**src/vdoh_pkg.sv**
```systemverilog
// Package with constants and types for the voltage-code decode and overcurrent hiccup block.
package vdoh_pkg;
    localparam int          CUR_W         = 12;
    localparam int          LVL_W         = 11;
    localparam int          CNT_W         = 12;
    localparam int          N_CH          = 3;
    localparam logic [4:0]  CODE_OFF      = 5'h1f;
    localparam logic [4:0]  CODE_MAX_LVL  = 5'h1e;
    localparam logic [10:0] LVL_BASE_MV   = 11'h44c;
    localparam logic [10:0] LVL_STEP_MV   = 11'h019;
    localparam logic [11:0] TRIP_UA       = 12'h04b;
    localparam logic [11:0] HICCUP_CYC    = 12'h800;
    localparam logic [11:0] SOFT_CYC      = 12'h800;
    localparam logic [2:0]  PWM_HIZ       = 3'h0;
    localparam logic [2:0]  PWM_DRIVE     = 3'h7;
    localparam logic [11:0] CNT_ZERO      = 12'h000;
    localparam logic [11:0] CNT_ONE       = 12'h001;
    typedef enum logic [1:0] {VDOH_OFF, VDOH_WAIT, VDOH_SOFT, VDOH_RUN} vdoh_state_t;
endpackage

```
**src/vdoh_top.sv**
```systemverilog
// Voltage-code decode, channel current balance and overcurrent hiccup sequencer.
// Notes on behaviour
// [RL1] Sample each active channel once per cycle.
// [RL2] Unused channel samplers stay inactive.
// [RL3] Balance error is average minus channel sample.
// [RL4] Average above trip reference starts shutdown.
// [RL5] Shutdown puts all phase outputs high-impedance.
// [RL6] Hold high-impedance for 2048 phase cycles.
// [RL7] After wait, soft start, then run.
// [RL8] Failed soft start repeats wait, endlessly.
// [RL9] Decode code to 1100 mV plus 25 mV steps.
// [RL10] All-ones code shuts down; others restart.
// [RL11] Phase clock marks one switching cycle.
// [RL12] Trip during soft start fails; wait restarts.
module vdoh_top
    import vdoh_pkg::*;
(
    input  wire logic                         clk_i,
    input  wire logic                         rst_i,
    input  wire logic                         enable_i,
    input  wire logic                         three_phase_i,
    input  wire logic                         phase_tick_i,
    input  wire logic [4:0]                   voltage_select_code_i,
    input  wire logic [CUR_W-1:0]             channel_current_sense_i [N_CH],
    output logic      [LVL_W-1:0]             reference_level_o,
    output logic                              reference_off_o,
    output logic      [CUR_W-1:0]             average_channel_current_o,
    output logic signed [CUR_W:0]             balance_error_o [N_CH],
    output logic      [N_CH-1:0]              phase_output_enable_o,
    output logic                              regulating_o,
    output logic                              overcurrent_o
);
    import vdoh_pkg::*;

    vdoh_state_t           state_q;
    logic [CNT_W-1:0]      cnt_q;
    logic [CUR_W-1:0]      samp [N_CH];
    logic [CUR_W-1:0]      avg_d;
    logic [N_CH-1:0]       act;
    logic                  trip;
    logic                  code_off;

    assign act      = {three_phase_i, 2'b11};
    assign code_off = (voltage_select_code_i == CODE_OFF);

    always_comb begin
        logic [CUR_W+1:0] sum;
        sum = {2'b00, samp[0]} + {2'b00, samp[1]} + (three_phase_i ? {2'b00, samp[2]} : '0);
        if (three_phase_i) begin
            avg_d = CUR_W'(sum / N_CH); // [RL3]
        end else begin
            avg_d = sum[CUR_W:1]; // [RL3]
        end
    end

    assign trip = (average_channel_current_o > TRIP_UA); // [RL4]

    genvar g;
    generate
        for (g = 0; g < N_CH; g++) begin : g_ch
            vdoh_chan u_chan (
                .clk_i    (clk_i),
                .rst_i    (rst_i),
                .active_i (act[g]),
                .sample_i (phase_tick_i),
                .sense_i  (channel_current_sense_i[g]),
                .avg_i    (average_channel_current_o),
                .sample_o (samp[g]),
                .error_o  (balance_error_o[g])
            );
        end
    endgenerate

    always_ff @(posedge clk_i) begin
        if (rst_i) begin
            average_channel_current_o <= '0;
        end else begin
            average_channel_current_o <= avg_d;
        end
    end

    always_ff @(posedge clk_i) begin
        if (rst_i) begin
            reference_level_o <= '0;
            reference_off_o   <= 1'b1;
        end else begin
            reference_off_o   <= code_off; // [RL10]
            reference_level_o <= code_off ? '0 :
                LVL_BASE_MV + LVL_W'((CODE_MAX_LVL - voltage_select_code_i) * LVL_STEP_MV); // [RL9]
        end
    end

    // Counters only advance on the phase tick, one per switching cycle.
    always_ff @(posedge clk_i) begin
        if (rst_i || !enable_i || code_off) begin
            state_q <= VDOH_OFF; // [RL10]
            cnt_q   <= CNT_ZERO;
        end else begin
            case (state_q)
                VDOH_OFF: begin
                    state_q <= VDOH_SOFT;
                    cnt_q   <= CNT_ZERO;
                end
                VDOH_SOFT: begin
                    if (trip) begin
                        state_q <= VDOH_WAIT; // [RL8] [RL12]
                        cnt_q   <= CNT_ZERO;
                    end else if (phase_tick_i) begin // [RL11]
                        if (cnt_q == SOFT_CYC - CNT_ONE) begin
                            state_q <= VDOH_RUN; // [RL7]
                        end
                        cnt_q <= cnt_q + CNT_ONE;
                    end
                end
                VDOH_RUN: begin
                    if (trip) begin
                        state_q <= VDOH_WAIT; // [RL4]
                        cnt_q   <= CNT_ZERO;
                    end
                end
                VDOH_WAIT: begin
                    if (phase_tick_i) begin
                        if (cnt_q == HICCUP_CYC - CNT_ONE) begin
                            state_q <= VDOH_SOFT; // [RL6] [RL7]
                            cnt_q   <= CNT_ZERO;
                        end else begin
                            cnt_q <= cnt_q + CNT_ONE; // [RL6]
                        end
                    end
                end
                default: begin
                    state_q <= VDOH_OFF;
                    cnt_q   <= CNT_ZERO;
                end
            endcase
        end
    end

    always_ff @(posedge clk_i) begin
        if (rst_i) begin
            phase_output_enable_o <= PWM_HIZ;
            regulating_o          <= 1'b0;
            overcurrent_o         <= 1'b0;
        end else begin
            if ((state_q == VDOH_RUN || state_q == VDOH_SOFT) && !trip && enable_i && !code_off) begin
                phase_output_enable_o <= PWM_DRIVE & act;
            end else begin
                phase_output_enable_o <= PWM_HIZ; // [RL5]
            end
            regulating_o  <= (state_q == VDOH_RUN);
            overcurrent_o <= (state_q == VDOH_WAIT);
        end
    end
endmodule

```
**src/vdoh_chan.sv**
```systemverilog
// One channel's current sampler and balance error.
module vdoh_chan
    import vdoh_pkg::*;
(
    input  wire logic                clk_i,
    input  wire logic                rst_i,
    input  wire logic                active_i,
    input  wire logic                sample_i,
    input  wire logic [CUR_W-1:0]    sense_i,
    input  wire logic [CUR_W-1:0]    avg_i,
    output logic      [CUR_W-1:0]    sample_o,
    output logic signed [CUR_W:0]    error_o
);
    always_ff @(posedge clk_i) begin
        if (rst_i || !active_i) begin
            sample_o <= '0; // [RL2]
        end else if (sample_i) begin
            sample_o <= sense_i; // [RL1]
        end
    end

    always_ff @(posedge clk_i) begin
        if (rst_i || !active_i) begin
            error_o <= '0; // [RL2]
        end else begin
            error_o <= $signed({1'b0, avg_i}) - $signed({1'b0, sample_o}); // [RL3]
        end
    end
endmodule

```
**config.mk**
```make
export PLATFORM = sky130hd
export DESIGN_NAME = vdoh_top
export DESIGN_NICKNAME = d
export VERILOG_FILES = /design/src/vdoh_pkg.sv /design/src/vdoh_top.sv /design/src/vdoh_chan.sv
export SDC_FILE = /design/constraint.sdc
export NUM_CORES = 1
export LEC_CHECK = 0
export ABC_AREA = 0
export BUFFER_PORTS_ARGS = -buffer_cell sky130_fd_sc_hd__buf_4
export CAP_MARGIN = 20
export CORE_MARGIN = 2
export CORE_UTILIZATION = 40
export CTS_CLUSTER_SIZE = 30
export DETAILED_ROUTE_END_ITERATION = 7
export GPL_TIMING_DRIVEN = 0
export PLACE_DENSITY = 0.56
export SLEW_MARGIN = 20
export SYNTH_ARGS = -nofsm -noshare
export SYNTH_HDL_FRONTEND = slang
export SYNTH_SLANG_ARGS = --single-unit
```
**constraint.sdc**
```tcl
create_clock -name clk_i -period 14 [get_ports clk_i]
set_input_delay 2.8 -clock clk_i [delete_from_list [all_inputs] [get_ports clk_i]]
set_output_delay 2.8 -clock clk_i [all_outputs]
set_load 0.02 [all_outputs]
```
== Word-level counts from Yosys, hierarchy flattened ==
Cells that the tools add are included.

* Memories: 0
* Latch bits: 0
* ROM bits: 0
* Memory bits (writable): 0
* Word-level logic and storage cells: 69
* Bits in registers: 118

* Equality and inequality tests: 10
* Bitwise operators: 1
* Magnitude comparators: 1
* Reductions and logical operators: 16
* Shifts and indexed selects: 0
* Div/mod/pow operators: 1
* $add $sub $neg: 8
* Mux-type cells: 16
* Multiply operators: 1

{| class="wikitable"
|+ Operators with widths
! cell !! number
|-
| 12-bit 2-to-1 mux || 7
|-
| 12-bit case mux with 4 select lines || 1
|-
| 12-bit by 12-bit subtractor with 13-bit output || 3
|-
| 14-bit by 2-bit divider with 32-bit output, second input constant || 1
|-
| 13-bit by 12-bit adder with 14-bit output || 1
|-
| 2-bit 2-to-1 mux || 7
|-
| 12-bit by 12-bit adder with 13-bit output || 1
|-
| 12-bit by 1-bit adder with 12-bit output, second input constant || 1
|-
| 12-bit by 11-bit == test with 1-bit output, second input constant || 1
|-
| 12-bit by 7-bit greater-than comparator with 1-bit output, second input constant || 1
|-
| 11-bit adder, first input constant || 1
|-
| 6-bit by 6-bit multiplier with 11-bit output, second input constant || 1
|-
| 2-bit case mux with 4 select lines || 1
|-
| 2-bit inequality test, second input constant || 3
|-
| 3-bit inequality test, second input constant || 2
|-
| 5-bit by 5-bit subtractor with 6-bit output, first input constant || 1
|-
| 5-bit == test, second input constant || 1
|-
| 5-bit AND reduction || 1
|-
| 2-bit == test, second input constant || 2
|-
| 1-bit zero test || 4
|-
| 1-bit logical OR || 4
|-
| 2-bit OR reduction || 2
|-
| 1-bit logical AND || 3
|-
| 3-bit AND reduction || 1
|-
| 3 further kinds || 3
|}

== Longest topological paths before layout ==
Gate-level depths: netlist (run 1).

* Depth after elaboration: 7
* Depth in mapped cells: 34
* Depth with buffers taken out: 29

== Cells and area by module ==
A second synthesis (run 1) with hierarchy kept.

* Cell total of the unflattened synthesis: 1023
* Area, all modules: 8503.2 um2

{| class="wikitable"
|+ Modules (own cells, without submodules)
! module !! cells an instance !! sequential area each (um2) !! area an instance (um2) !! times used
|-
| vdoh_top || 564 || 840.8 || 4471.8 || 1
|-
| vdoh_chan || 153 || 500.5 || 1343.8 || 3
|}

== Worst setup path after synthesis (run 1) ==
OpenSTA, ideal clock, no wires.

* Kind: input to register
* From: input three_phase_i
* To: register average_channel_current_o[0]
* Path slack: 4.822 ns
* Cell stages on the path: 31
* Path buffers: 2
* Setup time: 0.122 ns
* Data arrival time: 9.056 ns
* Path through: clkbuf_1 -> clkbuf_1 -> nand2_1 -> fa_1 -> inv_1 -> ha_1 -> fa_1 -> a21oi_1 -> o21a_1 -> o21ai_1 -> o21ai_2 -> inv_2 -> ha_1 -> nor2b_1 -> and3_1 -> o21a_1 -> o21ai_0 -> a21oi_2 -> or4_1 -> a32o_1 -> and2_4 -> nor3_2 -> a311o_1 -> and2_1 -> ha_1 -> inv_1 -> a211oi_1 -> o2bb2ai_1 -> o21ai_1 -> a31oi_1 -> a311o_1

* Longest elaborated chain between the ends: 4

{| class="wikitable"
|+ RTL lines
! what !! RTL line !! text
|-
| from (decl) || vdoh_top.sv:21 || <nowiki>input wire logic three_phase_i,</nowiki>
|-
| 12-bit 2-to-1 mux || vdoh_top.sv:48 || <nowiki>sum = {2'b00, samp[0]} + {2'b00, samp[1]} + (three_phase_i ? {2'b00, samp[2]} : '0);</nowiki>
|-
| 13-bit by 12-bit adder with 14-bit output || vdoh_top.sv:48 ||
|-
| 14-bit by 2-bit divider with 32-bit output || vdoh_top.sv:50 || <nowiki>avg_d = CUR_W'(sum / N_CH);</nowiki>
|-
| 12-bit 2-to-1 mux (*) || vdoh_top.sv:49 || <nowiki>if (three_phase_i) begin</nowiki>
|-
| to (signal assigned) || vdoh_top.sv:78 || <nowiki>average_channel_current_o <= avg_d;</nowiki>
|-
| to (decl) || vdoh_top.sv:27 || <nowiki>output logic [CUR_W-1:0] average_channel_current_o,</nowiki>
|}

Every way passes the cells marked *; elsewhere a longest branch is shown, timed or not.
A chain may end at the register's enable or synchronous reset.

== Worst setup path in the final report (run 1) ==
Ends and elaborated chain as after synthesis.

==> reports/metrics.yaml, run 1 <==
synth:
  synth.yosys.seq_area_share_pct: 29.3
  synth.most_common_cell: "nor2_1"
  synth_seq_cells: 117
  mappedNetlistNets: 1060
  synth_area_leader_cell: "dfxtp_1"
  synth_common_cells: "nor2_1 (133), dfxtp_1 (117), ha_1 (75)"
  syn_inst: 919
  yosys_warnings: 0
  synthesis.area_um2: 8000
  ys_types: 80
  synthTopCellsByArea: "dfxtp_1 (29%), ha_1 (12%), nor2_1 (6.2%), xnor2_1 (5.4%), fa_1 (5.0%)"
  synthDominantCellAreaShare_pct: 29.3
  avgSynthCellArea_um2: 8.70
  synth-edff-count: 0
  async_flop_share_pct: 0
  ys.flop_type: "dfxtp_1"
cts:
  post-cts-setup-buffers: 0
  h-tree-depth: 4
  cts_root_buf: "clkbuf_16"
  clock_sinks: 117
  clk_latency_ns: 0.42
  cts.path.max_buffers: 2
  cts_tree: "done"
  path_clk_slew_ns: 0.06
  cts_resized: 0
  hold_buffers: 0
  cts_inserted_buffers: 17
critical_path:
  cp.buffers_inverters: 8
  path_max_fanout: 10
  arrival_ns: 10.55
  max_stage_delay_ns: 0.57
  critPathTopFamily: "compound AO/OA/AOI/OAI gates"
  critical_path.slowest_cell: "clkbuf_1"
  cp-end-kind: "flip-flop"
  crit_type: "input pin to flip-flop"
  worstSetupStartpointType: "input pin"
  crit_required_ns: 14.30
  cp_common_cell: "ha_1"
detailed_routing:
  ant_nets: 0
  drt-total-wl_um: 20700
  via_per_inst: 5.04
  drc: 0
  wire_per_inst_um: 15.6
  via_count: 6687
  dr.pass1.iters: 5
  initialDrtViolationCount: 294
timing:
  tightest_slew_ns: 0.875
  finalCritPeriodShare_pct: 73.2
  fin_tns_setup_ns: 0
  setup_viol_count_final: 0
  grt_setup_unrepaired: "no"
  timing.fmax_ghz: 0.0976
  hold_violations: 0
  slew_headroom_pct: 41.7
  fin_crit_ns: 10.24
  skew_ns: 0.00493
  setup_ws_ns: 3.76
  slew_viol_final: 0
power_and_ir_drop:
  total_power_mw: 1.58
  vdd_drop_max_mv: 0.0703
  leakagePower_nw: 4.51
  pwr_density_cell_nw_per_um2: 162
floorplan:
  die_w_um: 145
  std_cell_rows: 51
  core_area_um2: 19500
  io_pins: 114
  die_area_um2: 21100
  initial_utilization_pct: 41.0
  die_y_um: 145
run:
  drv_cap: 0
placement:
  io_buffers: 111
  place_ws_ns: 3.31
  dp_hpwl_um: 16600
  dpl.cell_count: 1295
  gp_congestion: 0.863
finish:
  stdcell_count: 1327
  drive_gt1_share_pct: 16.4
  final-seq-area_um2: 2340
  n_antenna_cell: 0
  area_delta_synth_final_pct: 22.2
  nNetsFinal: 1190
  multi_input_area_um2: 5230
  fillCellCount: 1934
grt:
  antenna_found_initial: 0
  grt_max_degree: 17
  grt_pass1_vias: 6433
  gr-usage-all-layers_pct: 20.0
  grt_pass1_wl_um: 33900
  overflow: 0
hold_path:
  hold_path.class: "flip-flop to flip-flop"
status:
  status: "completed"
flip-flops by register name, indices dropped and copies added (netlist names):
signal and flops:
overcurrent_o 1, phase_output_enable_o 2, regulating_o 1, state_q 2, average_channel_current_o 12, g_ch.u_chan.error_o 39
g_ch.u_chan.sample_o 36, reference_level_o 11, reference_off_o 1, cnt_q 12
metal layers:
| layer | wire length, um | up-vias | track usage [%] | part of all wire [%] |
|---|---|---|---|---|
| met2 | 9500 | 122 | 32.7 | 46 |
| met3 | 661 | 23 | 3.32 | 3.2 |
| met4 | 313 | 0 | 5.69 | 1.5 |
| met1 | 10200 | 3093 | 27.2 | 49 |
| li1 | - | 3449 | - | - |
| met5 | 0 | - | 0 | 0 |
cells by family after synthesis:
kind of cell	count (synthesis)	synth area share, %
flip-flops	117	29.3
AND/OR/NAND/NOR	300	17.8
adder cells (fa/ha/maj)	95	16.7
XOR/XNOR	67	7.53
multiplexers	40	5.01
AO/OA/AOI/OAI	197	18.4
buffers and inverters	103	5.29
metrics by stage:
stage	area, um2	utilization [%]	hold slack [ns]
3_5_place_dp	9160	46.9	0.480
4_1_cts	9770	50.0	0.499
6_report	9770	50.0	0.499
3_3_place_gp	9160	46.9	0.469
2_1_floorplan	8000	-	0.455
5_1_grt	9770	50.0	0.527
cell type report:
class	count	area share (%)
Multi-Input combinational cell	699	53.5
Sequential cell	117	24.0
Timing Repair Buffer	111	8.53
Clock buffer	17	4.35
Tap cell	265	3.39
Inverter	68	2.61
Clock inverter	15	1.87
Buffer	35	1.72
placed cells by master (no fill, tap or decap), types with 9 or more instances in the layout:
master,instances
nor2b_1,18
dfxtp_1,117
nand2b_1,10
xor2_1,16
o21ai_0,21
fa_1,20
nor3_1,24
mux2i_1,40
inv_1,64
a31oi_1,9
a21o_1,52
nand2_1,44
clkbuf_16,17
and2_1,19
ha_1,75
buf_4,113
nand3_1,12
xnor2_1,49
a211oi_1,14
nor2_1,133
a21oi_1,29
clkbuf_1,19
final timing paths:
kind | from | endpoint | slack, ns | depth (start not counted)
min reg2reg | g_ch[0].u_chan.sample_o[3]$_SDFFE_PP0P_ | g_ch[0].u_chan.sample_o[3]$_SDFFE_PP0P_ | 0.50 | 2
min | g_ch[0].u_chan.sample_o[3]$_SDFFE_PP0P_ | g_ch[0].u_chan.sample_o[3]$_SDFFE_PP0P_ | 0.50 | 2
max | three_phase_i | average_channel_current_o[0]$_SDFF_PP0_ | 3.76 | 34
max reg2reg | g_ch[0].u_chan.sample_o[1]$_SDFFE_PP0P_ | average_channel_current_o[0]$_SDFF_PP0_ | 6.80 | 31
worst register-to-register path: cells and delay by family, from the launching register on:
kind / cells / cell delay (ns)
AO/OA/AOI/OAI: 14 / 2.72
adder cells (fa/ha/maj): 5 / 1.87
buffers and inverters: 6 / 0.71
flip-flops: 1 / 0.39
AND/OR/NAND/NOR: 6 / 1.39
where the power goes:
part / switching [mW] / internal [mW]
clock network: 0.163 / 0.280
logic: 0.394 / 0.325
registers: 0.0320 / 0.391
total: 0.589 / 0.996
Note: power is estimated with default switching activity, not from simulation.
==> run 2: changes to the inputs <==
--- a/config.mk
+++ b/config.mk
@@ -13,7 +13,7 @@
 export CTS_CLUSTER_SIZE = 30
 export DETAILED_ROUTE_END_ITERATION = 7
 export GPL_TIMING_DRIVEN = 0
-export PLACE_DENSITY = 0.56
+export PLACE_DENSITY = 0.58
 export SLEW_MARGIN = 20
 export SYNTH_ARGS = -nofsm -noshare
 export SYNTH_HDL_FRONTEND = slang
==> constraint.sdc (replaced) <==
create_clock -name clk_i -period 8.45 [get_ports clk_i]
set_input_delay 1.69 -clock clk_i [delete_from_list [all_inputs] [get_ports clk_i]]
set_output_delay 1.69 -clock clk_i [all_outputs]
set_load 0.02 [all_outputs]
==> reports/metrics.yaml, run 2 (synthesis results as in run 1) <==
status:
  status: "completed"
hold_path:
  hold_path.class: "flip-flop to flip-flop"
  min_from: "cnt_q[10]$_SDFFE_PP0P_"
  min_to: "cnt_q[10]$_SDFFE_PP0P_"
  min_delay_path_depth: 2  # unchanged
power_and_ir_drop:
  vdd_drop_max_mv: 0.148  # +110%
  internal_power_mw: 1.69  # +70%
  power_frac_seq_pct: 26.4  # -0.3 points
  power.switching_uw: 965  # +64%
  swShare_pct: 36.4  # -0.78 points
  pwr_density_cell_nw_per_um2: 269  # +66%
  combPwrFrac_pct: 45.0  # -0.4 points
  total_power_mw: 2.65  # +67%
  leakagePower_nw: 4.54  # +0.85%
  p_clk_share_pct: 28.6  # +0.6 points
timing:
  slew_viol_final: 0  # unchanged
  hold_violations: 0  # unchanged
  fin_crit_ns: 8.20
  timing.fmax_ghz: 0.122
  setup_viol_count_final: 0  # unchanged
  tightest_slew_ns: 0.966  # +0.0909 ns
  slew_headroom_pct: 35.6  # -6.1 points
  skew_ns: 0.00725  # +0.00231 ns
  finalCritPeriodShare_pct: 97.0
floorplan:
  std_cell_rows: 51  # unchanged
  die_w_um: 145  # unchanged
  io_pins: 114  # unchanged
  core_area_um2: 19500  # unchanged
  die_y_um: 145  # unchanged
  die_area_um2: 21100  # unchanged
  initial_utilization_pct: 41.0  # unchanged
cts:
  cts_inserted_buffers: 17  # unchanged
  cts.path.max_buffers: 2  # unchanged
  h-tree-depth: 4  # unchanged
  clock_sinks: 117  # unchanged
  path_clk_slew_ns: 0.05  # about the same
  hold_buffers: 0  # unchanged
  clk_latency_ns: 0.42  # about the same
  cts_root_buf: "clkbuf_16"
  cts_tree: "done"
placement:
  dp_hpwl_um: 16400  # -1.3%
  io_buffers: 111  # unchanged
  post_dp_cell_area_um2: 9160  # unchanged
  dpl.cell_count: 1295  # unchanged
  gp_congestion: 0.862  # about the same
critical_path:
  arrival_ns: 8.50  # -2.05 ns
  cp-end-kind: "flip-flop"
  r2r_end: "average_channel_current_o[0]$_SDFF_PP0_"
  ff2ff_path_depth: 31  # unchanged
  crit_required_ns: 8.75  # -5.55 ns
  crit_type: "input pin to flip-flop"
  r2r_slack_ns: 1.57  # -5.23 ns
  cp.buffers_inverters: 8  # unchanged
  path_max_fanout: 13  # +3
  max_stage_delay_ns: 0.45  # -0.12 ns
  critical_path.slowest_cell: "fa_1"
  worstSetupStartpointType: "input pin"
  r2r_start: "g_ch[2].u_chan.sample_o[5]$_SDFFE_PP0P_"
  critPathTopFamily: "compound AO/OA/AOI/OAI gates"
grt:
  gr-usage-all-layers_pct: 20.0  # +0.032 points
  overflow: 0  # unchanged
  grt_pass1_vias: 6491  # +0.90%
  antenna_found_initial: 0  # unchanged
  grt_pass1_wl_um: 33800  # -0.28%
  grt_max_degree: 17  # unchanged
finish:
  reg_top3: "g_ch.u_chan.error_o x39, g_ch.u_chan.sample_o x36"
  stdcell_area_um2: 9860  # +0.88%
  regMostFlops: "g_ch.u_chan.error_o"
  mostFrequentLayoutCells: "nor2_1 (131), buf_4 (117), dfxtp_1 (117)"
  layout_commonest_cell: "nor2_1"
  largest_reg_flops: 39  # unchanged
  area_delta_synth_final_pct: 23.3
  stdcell_count: 1328  # +0.075%
  drive_gt1_share_pct: 17.0  # +0.64 points
  nNetsFinal: 1192  # +0.17%
  n_antenna_cell: 0  # unchanged
detailed_routing:
  ant_nets: 0  # unchanged
  drc: 0  # unchanged
  drt-total-wl_um: 21000  # +1.4%
  via_per_inst: 5.07  # +0.61%
  via_count: 6733  # +0.69%
  initialDrtViolationCount: 380  # +29%
  wire_per_inst_um: 15.8  # +1.3%
  dr.pass1.iters: 5  # unchanged
run:
  drv_cap: 0  # unchanged
-- run 2: cell type report --
type | instances | area [um2]
flip-flops and latches | 117 | 2340
fillers | 1928 | 9670
inverters | 68 | 255
well taps | 265 | 332
repair buffers | 114 | 856
clock inverters | 7 | 119
clock buffers | 24 | 502
multi-input cells | 699 | 5280
plain buffers | 34 | 171
-- run 2: worst max path at each step --
stage,startpoint,end,cells after the start
after global placement,three_phase_i,average_channel_current_o[0]$_SDFF_PP0_,32
final,three_phase_i,average_channel_current_o[0]$_SDFF_PP0_,33
after global routing,three_phase_i,average_channel_current_o[0]$_SDFF_PP0_,33
after CTS,three_phase_i,average_channel_current_o[0]$_SDFF_PP0_,33
after detailed placement,three_phase_i,average_channel_current_o[0]$_SDFF_PP0_,34
after floorplan,three_phase_i,average_channel_current_o[0]$_SDFF_PP0_,31
-- run 2: layer usage --
metal / global-route usage [%] / part of all wire (%)
met1: 26.2 / 48
met2: 33.0 / 46
met5: 0 / 0
met3: 3.70 / 3.6
met4: 7.40 / 2.5
-- run 2: tightest hold or removal path, stage by stage, from the launching register on --
cell and delay, ns:
dfxtp_1 0.31, o21ai_0 0.08, a21oi_1 0.06
-- run 2: repair_timing --
action	CTS	global route
resized for setup	3	14
endpoints found under the hold margin	0	0
buffers inserted	0	3
pin swaps	0	2
endpoints found under the setup margin	2	2
-- run 2: per-stage QoR --
step | TNS, ns | utilization (%) | hold WS, ns | setup slack [ns]
after global routing | -0.0163 | 50.5 | 0.513 | -0.0163
final | 0 | 50.5 | 0.496 | 0.254
after detailed placement | -1.87 | 46.9 | 0.486 | -1.07
after CTS | 0 | 50.1 | 0.496 | 0.0291
after floorplan | 0 | - | 0.455 | 0.382
after global placement | -1.98 | 46.9 | 0.474 | -1.14
-- run 2: power by group through the flow --
stage | logic [mW] | registers (mW) | clock network (mW)
after floorplan | 0.768 | 0.805 | 0
after global placement | 1.18 | 0.712 | 0
after detailed placement | 1.19 | 0.713 | 0
after CTS | 1.20 | 0.702 | 0.773
after global routing | 1.32 | 0.712 | 0.802
final | 1.19 | 0.701 | 0.759
